**src/logic/phy_mgmt_consts.vh**
```
// constants for the phy management register view of the two line ports
// assumes inclusion by phy_mgmt_register_map.v and phy_port_control.v only
`ifndef PHY_MGMT_CONSTS_VH
`define PHY_MGMT_CONSTS_VH

// management register indices inside one phy
`define MII_CTRL 5'h00
`define MII_STATUS 5'h01
`define MII_ID_HIGH 5'h02
`define MII_ID_LOW 5'h03
`define MII_ADV 5'h04
`define MII_PARTNER 5'h05
`define MII_DIAG 5'h1D
`define MII_SPECIAL 5'h1F

// basic control bit positions
`define CB_LOOP 14
`define CB_F100 13
`define CB_AN 12
`define CB_PD 11
`define CB_RESTART 9
`define CB_FDX 8
`define CB_XOVER 5
`define CB_MDI 4
// special control bit position
`define SP_NEAR 1

// switch register bit positions
`define SW_NEAR_BIT 1
`define SW_F100_BIT 6
`define SW_AN_BIT 7
`define SW_FDX_BIT 5
`define SW_LOOP_BIT 0
`define SW_PD_BIT 3
`define SW_RESTART_BIT 5
`define SW_MDI_BIT 1
`define SW_XOVER_BIT 7

// switch register offsets
`define GC13_REG 8'h0F
`define GC13_RESET 8'h08
`define ADDR_FIELD_HI 7
`define ADDR_FIELD_LO 3
`define P1_NEAR_REG 8'h1A
`define P1_MODE_REG 8'h1C
`define P1_CTRL_REG 8'h1D
`define P1_XOVER_REG 8'h1F
`define P2_NEAR_REG 8'h2A
`define P2_MODE_REG 8'h2C
`define P2_CTRL_REG 8'h2D
`define P2_XOVER_REG 8'h2F

// management frame framing
`define MDIO_PRE_LEN 6'h20
`define MDIO_HDR_LAST 6'h0C
`define MDIO_TA_LAST 6'h01
`define MDIO_DAT_LAST 6'h0F
`define MDIO_OP_RD 2'h2
`define MDIO_OP_WR 2'h1

// reset values
`define AN_RESET 1'b1
`define XOVER_RESET 1'b1
`define WORD_ZERO 16'h0000
`define BYTE_ZERO 8'h00

`endif

```
**src/logic/phy_port_control.v**
```verilog
// control bits of one phy port, shared by the management and switch views
// assumes writes arrive as single-cycle strobes on clk_i
`timescale 1ns/100ps
`include "phy_mgmt_consts.vh"

module phy_port_control #(
    parameter [7:0] NEAR_REG = `P1_NEAR_REG,
    parameter [7:0] MODE_REG = `P1_MODE_REG,
    parameter [7:0] CTRL_REG = `P1_CTRL_REG,
    parameter [7:0] XOVER_REG = `P1_XOVER_REG,
    parameter [15:0] ADV_RESET = 16'h0000
) (
    // clock and reset
    input wire clk_i,
    input wire rst_n_i,
    // management view write
    input wire mii_wr_i,
    input wire [4:0] mii_reg_i,
    input wire [15:0] mii_wdata_i,
    // switch view access
    input wire sw_wr_i,
    input wire [7:0] sw_addr_i,
    input wire [7:0] sw_wdata_i,
    output reg [7:0] sw_rdata_o,
    // register words
    output reg [15:0] ctrl_word_o,
    output reg [15:0] adv_o,
    output reg [15:0] diag_o,
    output reg [15:0] special_o,
    // control levels
    output reg near_loop_o,
    output reg far_loop_o,
    output reg force_100_o,
    output reg autoneg_on_o,
    output reg power_down_o,
    output reg autoneg_restart_o,
    output reg full_duplex_o,
    output reg crossover_algorithm_select_o,
    output reg force_straight_through_o
);

wire mw_ctrl = mii_wr_i && (mii_reg_i == `MII_CTRL);
wire mw_adv = mii_wr_i && (mii_reg_i == `MII_ADV);
wire mw_diag = mii_wr_i && (mii_reg_i == `MII_DIAG);
wire mw_spec = mii_wr_i && (mii_reg_i == `MII_SPECIAL);
wire sw_near = sw_wr_i && (sw_addr_i == NEAR_REG);
wire sw_mode = sw_wr_i && (sw_addr_i == MODE_REG);
wire sw_ctrl = sw_wr_i && (sw_addr_i == CTRL_REG);
wire sw_xover = sw_wr_i && (sw_addr_i == XOVER_REG);

// switch view applied after management view: same-cycle writes favour the switch port, except restart, which either view can pulse
always @(posedge clk_i) begin
    if (!rst_n_i) begin
        near_loop_o <= 1'b0;
        far_loop_o <= 1'b0;
        force_100_o <= 1'b0;
        autoneg_on_o <= `AN_RESET;
        power_down_o <= 1'b0;
        autoneg_restart_o <= 1'b0;
        full_duplex_o <= 1'b0;
        crossover_algorithm_select_o <= `XOVER_RESET;
        force_straight_through_o <= 1'b0;
        adv_o <= ADV_RESET;
        diag_o <= `WORD_ZERO;
    end else begin
        if (mw_ctrl) begin
            far_loop_o <= mii_wdata_i[`CB_LOOP]; // RULE10
            force_100_o <= mii_wdata_i[`CB_F100]; // RULE15
            autoneg_on_o <= mii_wdata_i[`CB_AN]; // RULE11
            power_down_o <= mii_wdata_i[`CB_PD]; // RULE15
            full_duplex_o <= mii_wdata_i[`CB_FDX]; // RULE15
            crossover_algorithm_select_o <= mii_wdata_i[`CB_XOVER]; // RULE13
            force_straight_through_o <= mii_wdata_i[`CB_MDI]; // RULE14
        end
        if (mw_spec) begin
            near_loop_o <= mii_wdata_i[`SP_NEAR]; // RULE3
        end
        if (sw_near) begin
            near_loop_o <= sw_wdata_i[`SW_NEAR_BIT]; // RULE2
        end
        if (sw_mode) begin
            force_100_o <= sw_wdata_i[`SW_F100_BIT]; // RULE9
            autoneg_on_o <= sw_wdata_i[`SW_AN_BIT];
            full_duplex_o <= sw_wdata_i[`SW_FDX_BIT];
        end
        if (sw_ctrl) begin
            far_loop_o <= sw_wdata_i[`SW_LOOP_BIT]; // RULE9
            power_down_o <= sw_wdata_i[`SW_PD_BIT];
            force_straight_through_o <= sw_wdata_i[`SW_MDI_BIT];
        end
        if (sw_xover) begin
            crossover_algorithm_select_o <= sw_wdata_i[`SW_XOVER_BIT]; // RULE9
        end
        // restart is a one-cycle pulse, so it reads back as zero once taken
        autoneg_restart_o <= (mw_ctrl && mii_wdata_i[`CB_RESTART]) ||
            (sw_ctrl && sw_wdata_i[`SW_RESTART_BIT]); // RULE12
        if (mw_adv) begin
            adv_o <= mii_wdata_i;
        end
        if (mw_diag) begin
            diag_o <= mii_wdata_i;
        end
    end
end

// unimplemented control bits stay zero
always @* begin
    ctrl_word_o = `WORD_ZERO; // RULE16
    ctrl_word_o[`CB_LOOP] = far_loop_o;
    ctrl_word_o[`CB_F100] = force_100_o;
    ctrl_word_o[`CB_AN] = autoneg_on_o;
    ctrl_word_o[`CB_PD] = power_down_o;
    ctrl_word_o[`CB_RESTART] = autoneg_restart_o;
    ctrl_word_o[`CB_FDX] = full_duplex_o;
    ctrl_word_o[`CB_XOVER] = crossover_algorithm_select_o;
    ctrl_word_o[`CB_MDI] = force_straight_through_o;
    special_o = `WORD_ZERO;
    special_o[`SP_NEAR] = near_loop_o;
end

// switch view: only the mirrored bits exist here, the rest read zero
always @* begin
    sw_rdata_o = `BYTE_ZERO;
    if (sw_addr_i == NEAR_REG) begin
        sw_rdata_o[`SW_NEAR_BIT] = near_loop_o;
    end else if (sw_addr_i == MODE_REG) begin
        sw_rdata_o[`SW_F100_BIT] = force_100_o;
        sw_rdata_o[`SW_AN_BIT] = autoneg_on_o;
        sw_rdata_o[`SW_FDX_BIT] = full_duplex_o;
    end else if (sw_addr_i == CTRL_REG) begin
        sw_rdata_o[`SW_LOOP_BIT] = far_loop_o;
        sw_rdata_o[`SW_PD_BIT] = power_down_o;
        sw_rdata_o[`SW_RESTART_BIT] = autoneg_restart_o;
        sw_rdata_o[`SW_MDI_BIT] = force_straight_through_o;
    end else if (sw_addr_i == XOVER_REG) begin
        sw_rdata_o[`SW_XOVER_BIT] = crossover_algorithm_select_o;
    end
end

endmodule // phy_port_control

```
**src/logic/phy_mgmt_register_map.v**
```verilog
// management register view of the two line phys, with loopback data paths
// assumes mdc_i/mdio_i come from off-chip; switch port and line data on clk_i
//
// Behaviour
// RULE1: near loopback sends a port's received symbols back out its own transmit.
// RULE2: switch registers 26/42 bit 1 enable near loopback for ports 1/2.
// RULE3: management register 31 bit 1 also enables near loopback for its port.
// RULE4: far party sets both ports to 100 Mbit twisted pair before loopback.
// RULE5: after reset ports 1 and 2 answer at phy addresses 1 and 2.
// RULE6: global register 0x0F bits 7..3 reprogram the phy addresses.
// RULE7: indices 0..5, 0x1D and 0x1F exist per phy; others unsupported.
// RULE8: index 0 control, 1 status, 2/3 ids, 4/5 autoneg, 0x1F special.
// RULE9: switch and management views share one copy of each control bit.
// RULE10: control bit 14 loops the other port through this phy; aliases 29/45 bit 0.
// RULE11: control bit 12 enables autoneg, resets to 1, aliases 28/44 bit 7.
// RULE12: writing 1 to control bit 9 restarts autoneg; aliases 29/45 bit 5.
// RULE13: control bit 5 picks crossover algorithm, resets 1, aliases 31/47 bit 7.
// RULE14: control bit 4 forces straight-through transmit; aliases 29/45 bit 1.
// RULE15: bits 13, 11, 8 force 100, power down, full duplex; reset 0.
// RULE16: control bits 15, 10, 7, 6 read zero and ignore writes.
// RULE17: unsupported indices read zero and ignore writes.
`timescale 1ns/100ps
`include "phy_mgmt_consts.vh"

module phy_mgmt_register_map #(
    parameter SYM_W = 5,
    parameter [15:0] ID_HIGH = 16'h0000, // arbitrary value
    parameter [15:0] ID_LOW = 16'h0000, // arbitrary value
    parameter [15:0] ADV_RESET = 16'h0001
) (
    // clock and reset
    input wire clk_i,
    input wire rst_n_i,
    // management link
    input wire mdc_i,
    input wire mdio_i,
    output reg mdio_o,
    output reg mdio_oe_o,
    // switch register port
    input wire sw_wr_i,
    input wire [7:0] sw_addr_i,
    input wire [7:0] sw_wdata_i,
    output reg [7:0] sw_rdata_o,
    // line symbol paths, port 1 in the low slice
    input wire [2*SYM_W-1:0] line_receive_pair_i,
    input wire [2*SYM_W-1:0] mac_transmit_i,
    output reg [2*SYM_W-1:0] line_transmit_pair_o,
    // phy status words, port 1 in the low half
    input wire [31:0] basic_status_i,
    input wire [31:0] partner_ability_i,
    // per-port controls, bit 0 is port 1
    output wire [1:0] near_loop_o,
    output wire [1:0] far_loop_o,
    output wire [1:0] force_100_o,
    output wire [1:0] autoneg_on_o,
    output wire [1:0] autoneg_restart_o,
    output wire [1:0] power_down_o,
    output wire [1:0] full_duplex_o,
    output wire [1:0] crossover_algorithm_select_o,
    output wire [1:0] force_straight_through_o
);

localparam S_PRE = 4'b0001;
localparam S_HDR = 4'b0010;
localparam S_TA = 4'b0100;
localparam S_DAT = 4'b1000;

// pin synchronisers, the third mdc stage only finds the edge
reg mdc_s1;
reg mdc_s2;
reg mdc_s3;
reg mdio_s1;
reg mdio_s2;
wire mdc_rise = mdc_s2 && !mdc_s3;

always @(posedge clk_i) begin
    if (!rst_n_i) begin
        mdc_s1 <= 1'b0;
        mdc_s2 <= 1'b0;
        mdc_s3 <= 1'b0;
        mdio_s1 <= 1'b1;
        mdio_s2 <= 1'b1;
    end else begin
        mdc_s1 <= mdc_i;
        mdc_s2 <= mdc_s1;
        mdc_s3 <= mdc_s2;
        mdio_s1 <= mdio_i;
        mdio_s2 <= mdio_s1;
    end
end

// global control 13 holds the phy address field
reg [7:0] gc13;
wire [4:0] base_addr = gc13[`ADDR_FIELD_HI:`ADDR_FIELD_LO];
wire [4:0] port2_addr = base_addr + 5'h01;

always @(posedge clk_i) begin
    if (!rst_n_i) begin
        gc13 <= `GC13_RESET; // RULE5
    end else if (sw_wr_i && sw_addr_i == `GC13_REG) begin
        gc13 <= sw_wdata_i; // RULE6
    end
end

// frame engine state
reg [3:0] state;
reg [5:0] cnt;
reg [15:0] shf;
reg [4:0] reg_idx;
reg [1:0] hit;
reg is_rd;
reg is_wr;
reg mii_wr;
reg [15:0] mii_wdata;
wire [12:0] hdr = {shf[11:0], mdio_s2};
wire [4:0] hdr_phy = hdr[9:5];
wire [15:0] rd_word;

always @(posedge clk_i) begin
    if (!rst_n_i) begin
        state <= S_PRE;
        cnt <= 6'h00;
        shf <= `WORD_ZERO;
        reg_idx <= 5'h00;
        hit <= 2'b00;
        is_rd <= 1'b0;
        is_wr <= 1'b0;
        mii_wr <= 1'b0;
        mii_wdata <= `WORD_ZERO;
        mdio_o <= 1'b0;
        mdio_oe_o <= 1'b0;
    end else begin
        mii_wr <= 1'b0;
        if (mdc_rise) begin
            case (state)
                S_PRE: begin
                    if (mdio_s2) begin
                        if (cnt != `MDIO_PRE_LEN) begin
                            cnt <= cnt + 6'h01;
                        end
                    end else if (cnt == `MDIO_PRE_LEN) begin
                        state <= S_HDR;
                        cnt <= 6'h00;
                    end else begin
                        cnt <= 6'h00;
                    end
                end
                S_HDR: begin
                    shf <= {shf[14:0], mdio_s2};
                    cnt <= cnt + 6'h01;
                    if (cnt == `MDIO_HDR_LAST) begin
                        cnt <= 6'h00;
                        // a broken start pattern drops back to preamble hunting
                        state <= hdr[12] ? S_TA : S_PRE;
                        is_rd <= hdr[11:10] == `MDIO_OP_RD;
                        is_wr <= hdr[11:10] == `MDIO_OP_WR;
                        hit <= {hdr_phy == port2_addr, hdr_phy == base_addr}; // RULE5
                        reg_idx <= hdr[4:0];
                    end
                end
                S_TA: begin
                    cnt <= cnt + 6'h01;
                    if (is_rd && hit != 2'b00) begin
                        mdio_oe_o <= 1'b1;
                    end
                    if (cnt == `MDIO_TA_LAST) begin
                        cnt <= 6'h00;
                        state <= S_DAT;
                        shf <= {rd_word[14:0], 1'b0};
                        mdio_o <= rd_word[15];
                    end else begin
                        mdio_o <= 1'b0;
                    end
                end
                S_DAT: begin
                    cnt <= cnt + 6'h01;
                    shf <= is_rd ? {shf[14:0], 1'b0} : {shf[14:0], mdio_s2};
                    mdio_o <= shf[15];
                    if (cnt == `MDIO_DAT_LAST) begin
                        cnt <= 6'h00;
                        state <= S_PRE;
                        mdio_oe_o <= 1'b0;
                        mdio_o <= 1'b0;
                        mii_wr <= is_wr && hit != 2'b00;
                        mii_wdata <= {shf[14:0], mdio_s2};
                    end
                end
                default: begin
                    state <= S_PRE;
                    cnt <= 6'h00;
                    mdio_oe_o <= 1'b0;
                end
            endcase
        end
    end
end

// per-port banks and line paths
wire [15:0] ctrl_w [0:1];
wire [15:0] adv_w [0:1];
wire [15:0] diag_w [0:1];
wire [15:0] spec_w [0:1];
wire [7:0] sw_byte [0:1];
reg [15:0] port_word [0:1];

genvar p;
generate
    for (p = 0; p < 2; p = p + 1) begin : g_port
        phy_port_control #(
            .NEAR_REG(p == 0 ? `P1_NEAR_REG : `P2_NEAR_REG),
            .MODE_REG(p == 0 ? `P1_MODE_REG : `P2_MODE_REG),
            .CTRL_REG(p == 0 ? `P1_CTRL_REG : `P2_CTRL_REG),
            .XOVER_REG(p == 0 ? `P1_XOVER_REG : `P2_XOVER_REG),
            .ADV_RESET(ADV_RESET)
        ) u_ctrl (
            .clk_i(clk_i),
            .rst_n_i(rst_n_i),
            .mii_wr_i(mii_wr && hit[p]), // RULE9
            .mii_reg_i(reg_idx),
            .mii_wdata_i(mii_wdata),
            .sw_wr_i(sw_wr_i),
            .sw_addr_i(sw_addr_i),
            .sw_wdata_i(sw_wdata_i),
            .sw_rdata_o(sw_byte[p]),
            .ctrl_word_o(ctrl_w[p]),
            .adv_o(adv_w[p]),
            .diag_o(diag_w[p]),
            .special_o(spec_w[p]),
            .near_loop_o(near_loop_o[p]),
            .far_loop_o(far_loop_o[p]),
            .force_100_o(force_100_o[p]),
            .autoneg_on_o(autoneg_on_o[p]),
            .power_down_o(power_down_o[p]),
            .autoneg_restart_o(autoneg_restart_o[p]),
            .full_duplex_o(full_duplex_o[p]),
            .crossover_algorithm_select_o(crossover_algorithm_select_o[p]),
            .force_straight_through_o(force_straight_through_o[p])
        );

        // management index decode, unlisted indices read zero
        always @* begin
            case (reg_idx)
                `MII_CTRL: port_word[p] = ctrl_w[p]; // RULE8
                `MII_STATUS: port_word[p] = basic_status_i[16*p +: 16];
                `MII_ID_HIGH: port_word[p] = ID_HIGH;
                `MII_ID_LOW: port_word[p] = ID_LOW;
                `MII_ADV: port_word[p] = adv_w[p];
                `MII_PARTNER: port_word[p] = partner_ability_i[16*p +: 16];
                `MII_DIAG: port_word[p] = diag_w[p]; // RULE7
                `MII_SPECIAL: port_word[p] = spec_w[p];
                default: port_word[p] = `WORD_ZERO; // RULE17
            endcase
        end

        // near loop wraps at this phy; far loop set on the other phy wraps here too
        always @(posedge clk_i) begin
            if (!rst_n_i) begin
                line_transmit_pair_o[p*SYM_W +: SYM_W] <= {SYM_W{1'b0}};
            end else if (power_down_o[p]) begin
                line_transmit_pair_o[p*SYM_W +: SYM_W] <= {SYM_W{1'b0}};
            end else if (near_loop_o[p] || far_loop_o[1-p]) begin
                line_transmit_pair_o[p*SYM_W +: SYM_W] <=
                    line_receive_pair_i[p*SYM_W +: SYM_W]; // RULE1 RULE10
            end else begin
                line_transmit_pair_o[p*SYM_W +: SYM_W] <= mac_transmit_i[p*SYM_W +: SYM_W];
            end
        end
    end
endgenerate

// port 1 wins if both decoded addresses collide
assign rd_word = hit[0] ? port_word[0] : (hit[1] ? port_word[1] : `WORD_ZERO);

// switch read data, one cycle after the address
always @(posedge clk_i) begin
    if (!rst_n_i) begin
        sw_rdata_o <= `BYTE_ZERO;
    end else if (sw_addr_i == `GC13_REG) begin
        sw_rdata_o <= gc13;
    end else begin
        sw_rdata_o <= sw_byte[0] | sw_byte[1];
    end
end

endmodule // phy_mgmt_register_map

```
**config.mk**
```make
export PLATFORM = sky130hd
export DESIGN_NAME = phy_mgmt_register_map
export DESIGN_NICKNAME = d
export VERILOG_FILES = /design/src/logic/phy_port_control.v /design/src/logic/phy_mgmt_register_map.v
export VERILOG_INCLUDE_DIRS = /design/src /design/src/logic
export SDC_FILE = /design/constraint.sdc
export NUM_CORES = 1
export LEC_CHECK = 0
export ABC_AREA = 0
export BUFFER_PORTS_ARGS = -buffer_cell sky130_fd_sc_hd__buf_2
export CAP_MARGIN = 20
export CORE_ASPECT_RATIO = 1.2
export CORE_MARGIN = 2
export CORE_UTILIZATION = 52
export DETAILED_ROUTE_END_ITERATION = 6
export PLACE_DENSITY = 0.77
export SKIP_LAST_GASP = 1
export SLEW_MARGIN = 20
export SYNTH_ARGS = -nofsm -noshare
export SYNTH_HDL_FRONTEND = slang
export SYNTH_HIERARCHICAL = 1
export SYNTH_SLANG_ARGS = --single-unit
```
**constraint.sdc**
```tcl
create_clock -name clk_i -period 2.2 [get_ports clk_i]
set_input_delay 0.33 -clock clk_i [delete_from_list [all_inputs] [get_ports clk_i]]
set_output_delay 0.33 -clock clk_i [all_outputs]
set_load 0.01 [all_outputs]
```
==> metrics.txt, run 1 <==
fin crit period between 2 and 2.5 ns; Worst Skew between 0.005 and 0.006 ns; area leader, netlist dfxtp_1; critical path fanouts, max 23; # rows between 50 and 60; most numerous cell on the critical path a221o_1; vias around 8400; mapped cell area ~9200 sq um; DR DRC count 0; Critical Path Max Stage Delay ~0.38 ns; cts repair resizes 0; gp weighted congestion 0.966; top cells by area, synth dfxtp_1 36%, mux2i_1 8.4%, buf_4 5.8%; drt total wl ~28000 microns; hold slack about 0.089 ns; Die Wd roughly 130 microns; drt pass-1 iters 7; starting DRC count in detailed routing 705; ys flop type dfxtp_1; clock latency on the worst-skew pair approximately 0.43 ns; io pins 143; Post-CTS Hold Buffers 0; dpl hpwl just under 20000 microns; antenna violations before repair 0; CTS buffer count 17; Highest Clock Rate between 400 and 500 MHz; gr usage total 0.293; Pwr Total between 6 and 7 mW; Slowest-stage cell, CP mux2_2; Layout area overhead 14.8%; port bufs 142; core box area 17400 sq um; pwr/cell area between 600 and 700 nW/um^2; vias in the first global route approximately 8000; Die Height between 100 and 150 microns; Clock Pin Slew Worst Setup and Hold Paths roughly 0.06 ns; final hold vios 0; share of layout cells above drive strength 1 0.217; Tcrit/Tclk final 0.946; maximum level of the CTS H-tree 4; Critical Path RT 2.50 ns; status finished clean; die area around 19000 sq um; Routed Antenna Nets 0; Nets 1303; TritonCTS clock tree yes; CP cell instances buf_4 > mux2_2 > a221o_1 > a221o_1 > a32oi_1 > a21oi_1; worst hold-check path type primary input to flop; relative slew slack 0.445; pin count of the biggest net entering global routing 62; number of diodes 0; final setup fails 0; DR vias/cell just under 6; Leak 4.13 nW; asr flop ratio synth 0; sequential area share after synthesis 0.365; Max IR drop VDD about 480 uV; Finished Layout Cells approximately 1400; clk sink count 167; max-capacitance violation count 0; total gr overflow 0; Crit Path Category flop to flop; final instance area around 11000 sq um; CTS root buffer clkbuf_16; CP endpoint kind flop; actual slew at the worst max-slew pin 0.832 ns; fillers 1500; Post-CTS Setup Bufs 0; area post-placement roughly 9900 sq um; register bit total from synthesis 167; Initial Util 0.528; Setup TNS 0 ns; first-pass GRT wire length around 43000 microns; top-area cell type share of the netlist area 0.365; placed cell count ~1400; Worst EP arrival about 2.4 ns; Mapped Avg Cell Area about 8.6 sq um; DR WL/cell a little under 20 microns; Warnings, synthesis 6; Synth Instances around 1100; clock tree buffer depth 2; post-synthesis cell type count 66; RSZ-0062 raised after global routing no; Final Max Slew Viols 0; EDFF count, synth 0; Critical Path Start Type flop
cells by family (layout without fill, tap and decap cells):
family / count (synthesis) / count (layout) / share of synthesized area
compound gates: 254 / 254 / 0.192
xor+xnor: 13 / 13 / 0.0124
fa+ha+maj: 4 / 4 / 0.00546
buf+inv: 140 / 231 / 0.0946
flops: 167 / 167 / 0.365
mux: 93 / 93 / 0.104
other cells: 2 / 50 / 0.000819
simple gates: 394 / 394 / 0.226
metal layers:
| metal | GRT usage | vias to the layer above | wire (microns) |
|---|---|---|---|
| li1 | - | 3977 | - |
| met5 | 0 | - | 0 |
| met1 | 0.361 | 3979 | 11300 |
| met3 | 0.0601 | 75 | 2190 |
| met2 | 0.494 | 401 | 13200 |
| met4 | 0.135 | 0 | 1180 |
through the flow:
stage | setup WS [ns] | util
2_1_floorplan | 0.0183 | -
3_3_place_gp | 0.208 | 0.571
3_5_place_dp | 0.159 | 0.571
4_1_cts | 0.150 | 0.605
5_1_grt | 0.0152 | 0.606
6_report | 0.119 | 0.606
critical path: cells and delay by family (launching register included):
family,cells,cell delay [ns]
AOI/OAI and AO/OA,4,0.90
buffers and inverters,1,0.32
DFF,1,0.33
muxes,1,0.38
synth_stat cells, drive strengths merged, types with 13 or more instances:
| cell type | count |
|---|---|
| clkbuf | 38 |
| a221oi | 15 |
| nor2 | 84 |
| a31oi | 14 |
| a21oi | 63 |
| nor2b | 38 |
| o21ai | 42 |
| nand2 | 129 |
| a21boi | 30 |
| a22oi | 32 |
| dfxtp | 167 |
| mux2i | 77 |
| buf | 92 |
| and3 | 14 |
| a221o | 19 |
| nand3 | 50 |
| mux2 | 16 |
| nand2b | 13 |
path summary, 6_finish.rpt:
kind	end	from	slack, ns	cells past startpoint
min reg2reg	mdc_s2	mdc_s1	0.43	1
min	mdio_s1	mdio_i	0.09	2
max reg2reg	shf[1]	reg_idx[2]	0.12	6
max	shf[1]	reg_idx[2]	0.12	6
area by class of cell:
| cell class | instances | area, sq um | share of cell area |
|---|---|---|---|
| Sequential cell | 167 | 3340 | 0.318 |
| Clock buffer | 23 | 468 | 0.0445 |
| Timing Repair Buffer | 190 | 1110 | 0.105 |
| Inverter | 10 | 37.5 | 0.00357 |
| Multi-Input combinational cell | 808 | 5170 | 0.491 |
| Tap cell | 220 | 275 | 0.0262 |
| Clock inverter | 8 | 121 | 0.0115 |
sequential cells by signal, summed over array words and instances, names as in the netlist, 2 cells and up:
name,flops
hit,2
g_port.u_ctrl/full_duplex_o,2
g_port.u_ctrl/crossover_algorithm_select_o,2
g_port.u_ctrl/force_straight_through_o,2
sw_rdata_o,8
mii_wdata,16
shf,16
reg_idx,5
state,4
cnt,6
g_port.u_ctrl/diag_o,32
g_port.u_ctrl/force_100_o,2
g_port.u_ctrl/autoneg_restart_o,2
line_transmit_pair_o,10
g_port.u_ctrl/power_down_o,2
g_port.u_ctrl/near_loop_o,2
gc13,8
g_port.u_ctrl/autoneg_on_o,2
g_port.u_ctrl/adv_o,32
g_port.u_ctrl/far_loop_o,2
where the power goes:
part / internal, mW / switching (mW) / total [mW]
combinational: 0.147 / 0.180 / 0.327
sequential: 3.04 / 0.00901 / 3.05
clock: 1.84 / 1.20 / 3.04
total: 5.03 / 1.39 / 6.42
layout by cell type (no fill, tap or decap), types with 18 or more instances in the layout:
cell,n
a21boi_1,18
a21oi_1,62
a221o_1,19
a22oi_1,32
buf_2,142
buf_4,45
conb_1,50
dfxtp_1,167
mux2i_1,77
nand2_1,127
nand3_1,49
nor2_1,81
nor2b_1,38
o21ai_0,27
Note: power is estimated with default switching activity, not from simulation.
==> run 2, diff against run 1 <==
ABC_AREA = 1   (was 0)
CAP_MARGIN = not set   (was 20)
CORE_UTILIZATION = 53   (was 52)
PLACE_DENSITY = 0.78   (was 0.77)
==> run 2 against run 1 <==
  * Synthesized cell count is 45% higher
  * Clock skew rose by 0.0011 ns
  * Sequential share of layout area shrank 1.8 points
  * Maximum frequency rose by 1.6%
  * First-iteration DRC count is 85% higher
  * Global-route usage grew 3.9 points
  * Combinational power is 5% higher
  * Largest power group is now clock
  * Critical path type unchanged
  * Worst hold slack worse by 0.0041 ns
==> metrics.txt, run 2 <==
logic gate share of total power 0.053; Tcrit/Tclk final 0.931; Warnings, synthesis 6; fin crit period roughly 2.0 ns; status finished clean; hold slack 0.0844 ns; actual slew at the worst max-slew pin approximately 0.77 ns; pin count of the biggest net entering global routing 88; EDFF count, synth 0; critical path fanouts, max 25; final setup fails 0; commonest non-fill, non-tap cell in the layout nand2_1; cts repair resizes 0; pwr/cell area approximately 580 nW/um^2; Reg2Reg Depth 8; Routed Antenna Nets 0; sequential area share after synthesis 0.337; final hold vios 0; Synth top cells by count 337 x nand2_1, 282 x nor2_1, 167 x dfxtp_1; Layout area overhead 12.2%; fillers roughly 1800; clock tree buffer depth 2; worst hold-check path type primary input to flop; area of the multi-input gates approximately 5400 sq um; Worst Skew 0.00661 ns; Pwr Total 6.49 mW; final instance area around 11000 sq um; Die Wd between 100 and 150 microns; drt pass-1 iters 6; first-pass GRT wire length approximately 51000 microns; Highest Clock Rate 488 MHz; Initial Util 0.544; Clock Pin Slew Worst Setup and Hold Paths around 0.060 ns; Critical Path Start Type flop; RSZ-0062 raised after global routing no; most frequent cells in the layout 337 x nand2_1, 281 x nor2_1, 167 x dfxtp_1; Synth Instances 1550; ys flop type dfxtp_1; post-synthesis cell type count 43; Post-CTS Hold Buffers 0; r2r setup slk 0.15 ns; Post-CTS Setup Bufs 0; DR vias/cell roughly 5.6; clock latency on the worst-skew pair ~0.43 ns; cell internal pwr 5.02 mW; drt total wl 32600 microns; Clk network pwr share 0.477; Switch Pwr 1.47 mW; top-area cell type share of the netlist area 0.337; area leader, netlist dfxtp_1; Crit Path Category flop to flop; Critical Path RT approximately 2.6 ns; CTS root buffer clkbuf_16; core box area between 15000 and 20000 sq um; CP endpoint kind flop; area post-placement between 10000 and 15000 sq um; top-count cell post-synth nand2_1; Setup TNS 0 ns; Final Max Slew Viols 0; Mapped Avg Cell Area 6.41 sq um; RR Endpoint shf[8]; Worst EP arrival roughly 2.4 ns; maximum level of the CTS H-tree 4; # rows 54; DR WL/cell around 17 microns; mapped cell area about 9900 sq um; gp weighted congestion 0.963; Reg power frac 0.470; gr usage total 0.332; vias around 11000; Leak just over 5 nW; Reg area 3340 sq um; clk sink count ~170; Nets 1755; hold depth 3; Die Height around 150 microns; biggest regs g_port.u_ctrl/adv_o: 32 flops, g_port.u_ctrl/diag_o: 32 flops; starting DRC count in detailed routing ~1300; asr flop ratio synth 0; share of layout cells above drive strength 1 0.153; DR DRC count 0; sw frac 0.226; post-placement setup slack -0.0609 ns; Worst Hold Path EP mdc_s1; hold path start mdc_i; register bit total from synthesis 167; TritonCTS clock tree yes; max-capacitance violation count 0; CTS buffer count 17; number of diodes 0; dpl hpwl about 23000 microns; Worst R2R Start reg_idx[2]; port bufs 142; relative slew slack 0.489; top cells by area, synth dfxtp_1 34%, nand2_1 13%, nor2_1 11%; Max IR drop VDD roughly 490 uV; total gr overflow 0; vias in the first global route just under 10000; die area slightly below 20000 sq um; io pins 143; crit path setup slack, layout 0.151 ns; antenna violations before repair 0
-- run 2: stage by stage --
stage / util / std cells
finish: 0.611 / 1883
global route: 0.611 / 1883
CTS: 0.611 / 1883
detailed placement: 0.577 / 1850
global placement: 0.577 / 1850
floorplan: - / 1598
-- run 2: layer usage --
| metal | vias to the layer above | part of all wire | global-route usage |
|---|---|---|---|
| met5 | - | 0 | 0 |
| met4 | 0 | 0.056 | 0.189 |
| met3 | 128 | 0.10 | 0.0797 |
| met2 | 620 | 0.44 | 0.510 |
| met1 | 4737 | 0.40 | 0.424 |
| li1 | 5142 | - | - |
-- run 2: cell type report --
cell class                      instances  area share
Inverter                              131      0.0441
Clock inverter                         11      0.0132
Tap cell                              224      0.0252
Clock buffer                           21      0.0413
Multi-Input combinational cell       1153       0.483
Timing Repair Buffer                  176      0.0934
Sequential cell                       167       0.300
-- run 2: worst max-delay path by stage --
stage	to	from	cells past startpoint	slack [ns]
after global routing	shf[8]	reg_idx[2]	8	0.04
after floorplan	g_port[0].u_ctrl/diag_o[0]	hit[0]	10	0.62
after detailed placement	shf[3]	reg_idx[2]	8	-0.06
final	shf[8]	reg_idx[2]	8	0.15
after global placement	shf[3]	reg_idx[2]	8	0.06
after CTS	shf[9]	reg_idx[2]	8	0.1
-- run 2: power by group through the flow --
stage	Combinational [mW]	Clock [mW]	Sequential, mW
after floorplan	0.222	0	3.12
after CTS	0.335	3.13	3.05
after global placement	0.331	0	3.12
final	0.343	3.10	3.05
after global routing	0.383	3.26	3.05
after detailed placement	0.333	0	3.12
-- run 2: critical path, cell delays in order, from the launching register on --
cell     delay (ns)
dfxtp_1        0.34
inv_1          0.14
nor2_4         0.64
nand3_1        0.34
nor2_1         0.17
nor2_1         0.06
nand2_1        0.05
nand3_1        0.09
a21oi_1        0.14
-- run 2: kinds of logic after synthesis --
family,share of synthesized area
fa+ha+maj,0.00504
compound gates,0.119
other cells,0.000756
simple gates,0.390
xor+xnor,0.00529
buf+inv,0.143
flops,0.337
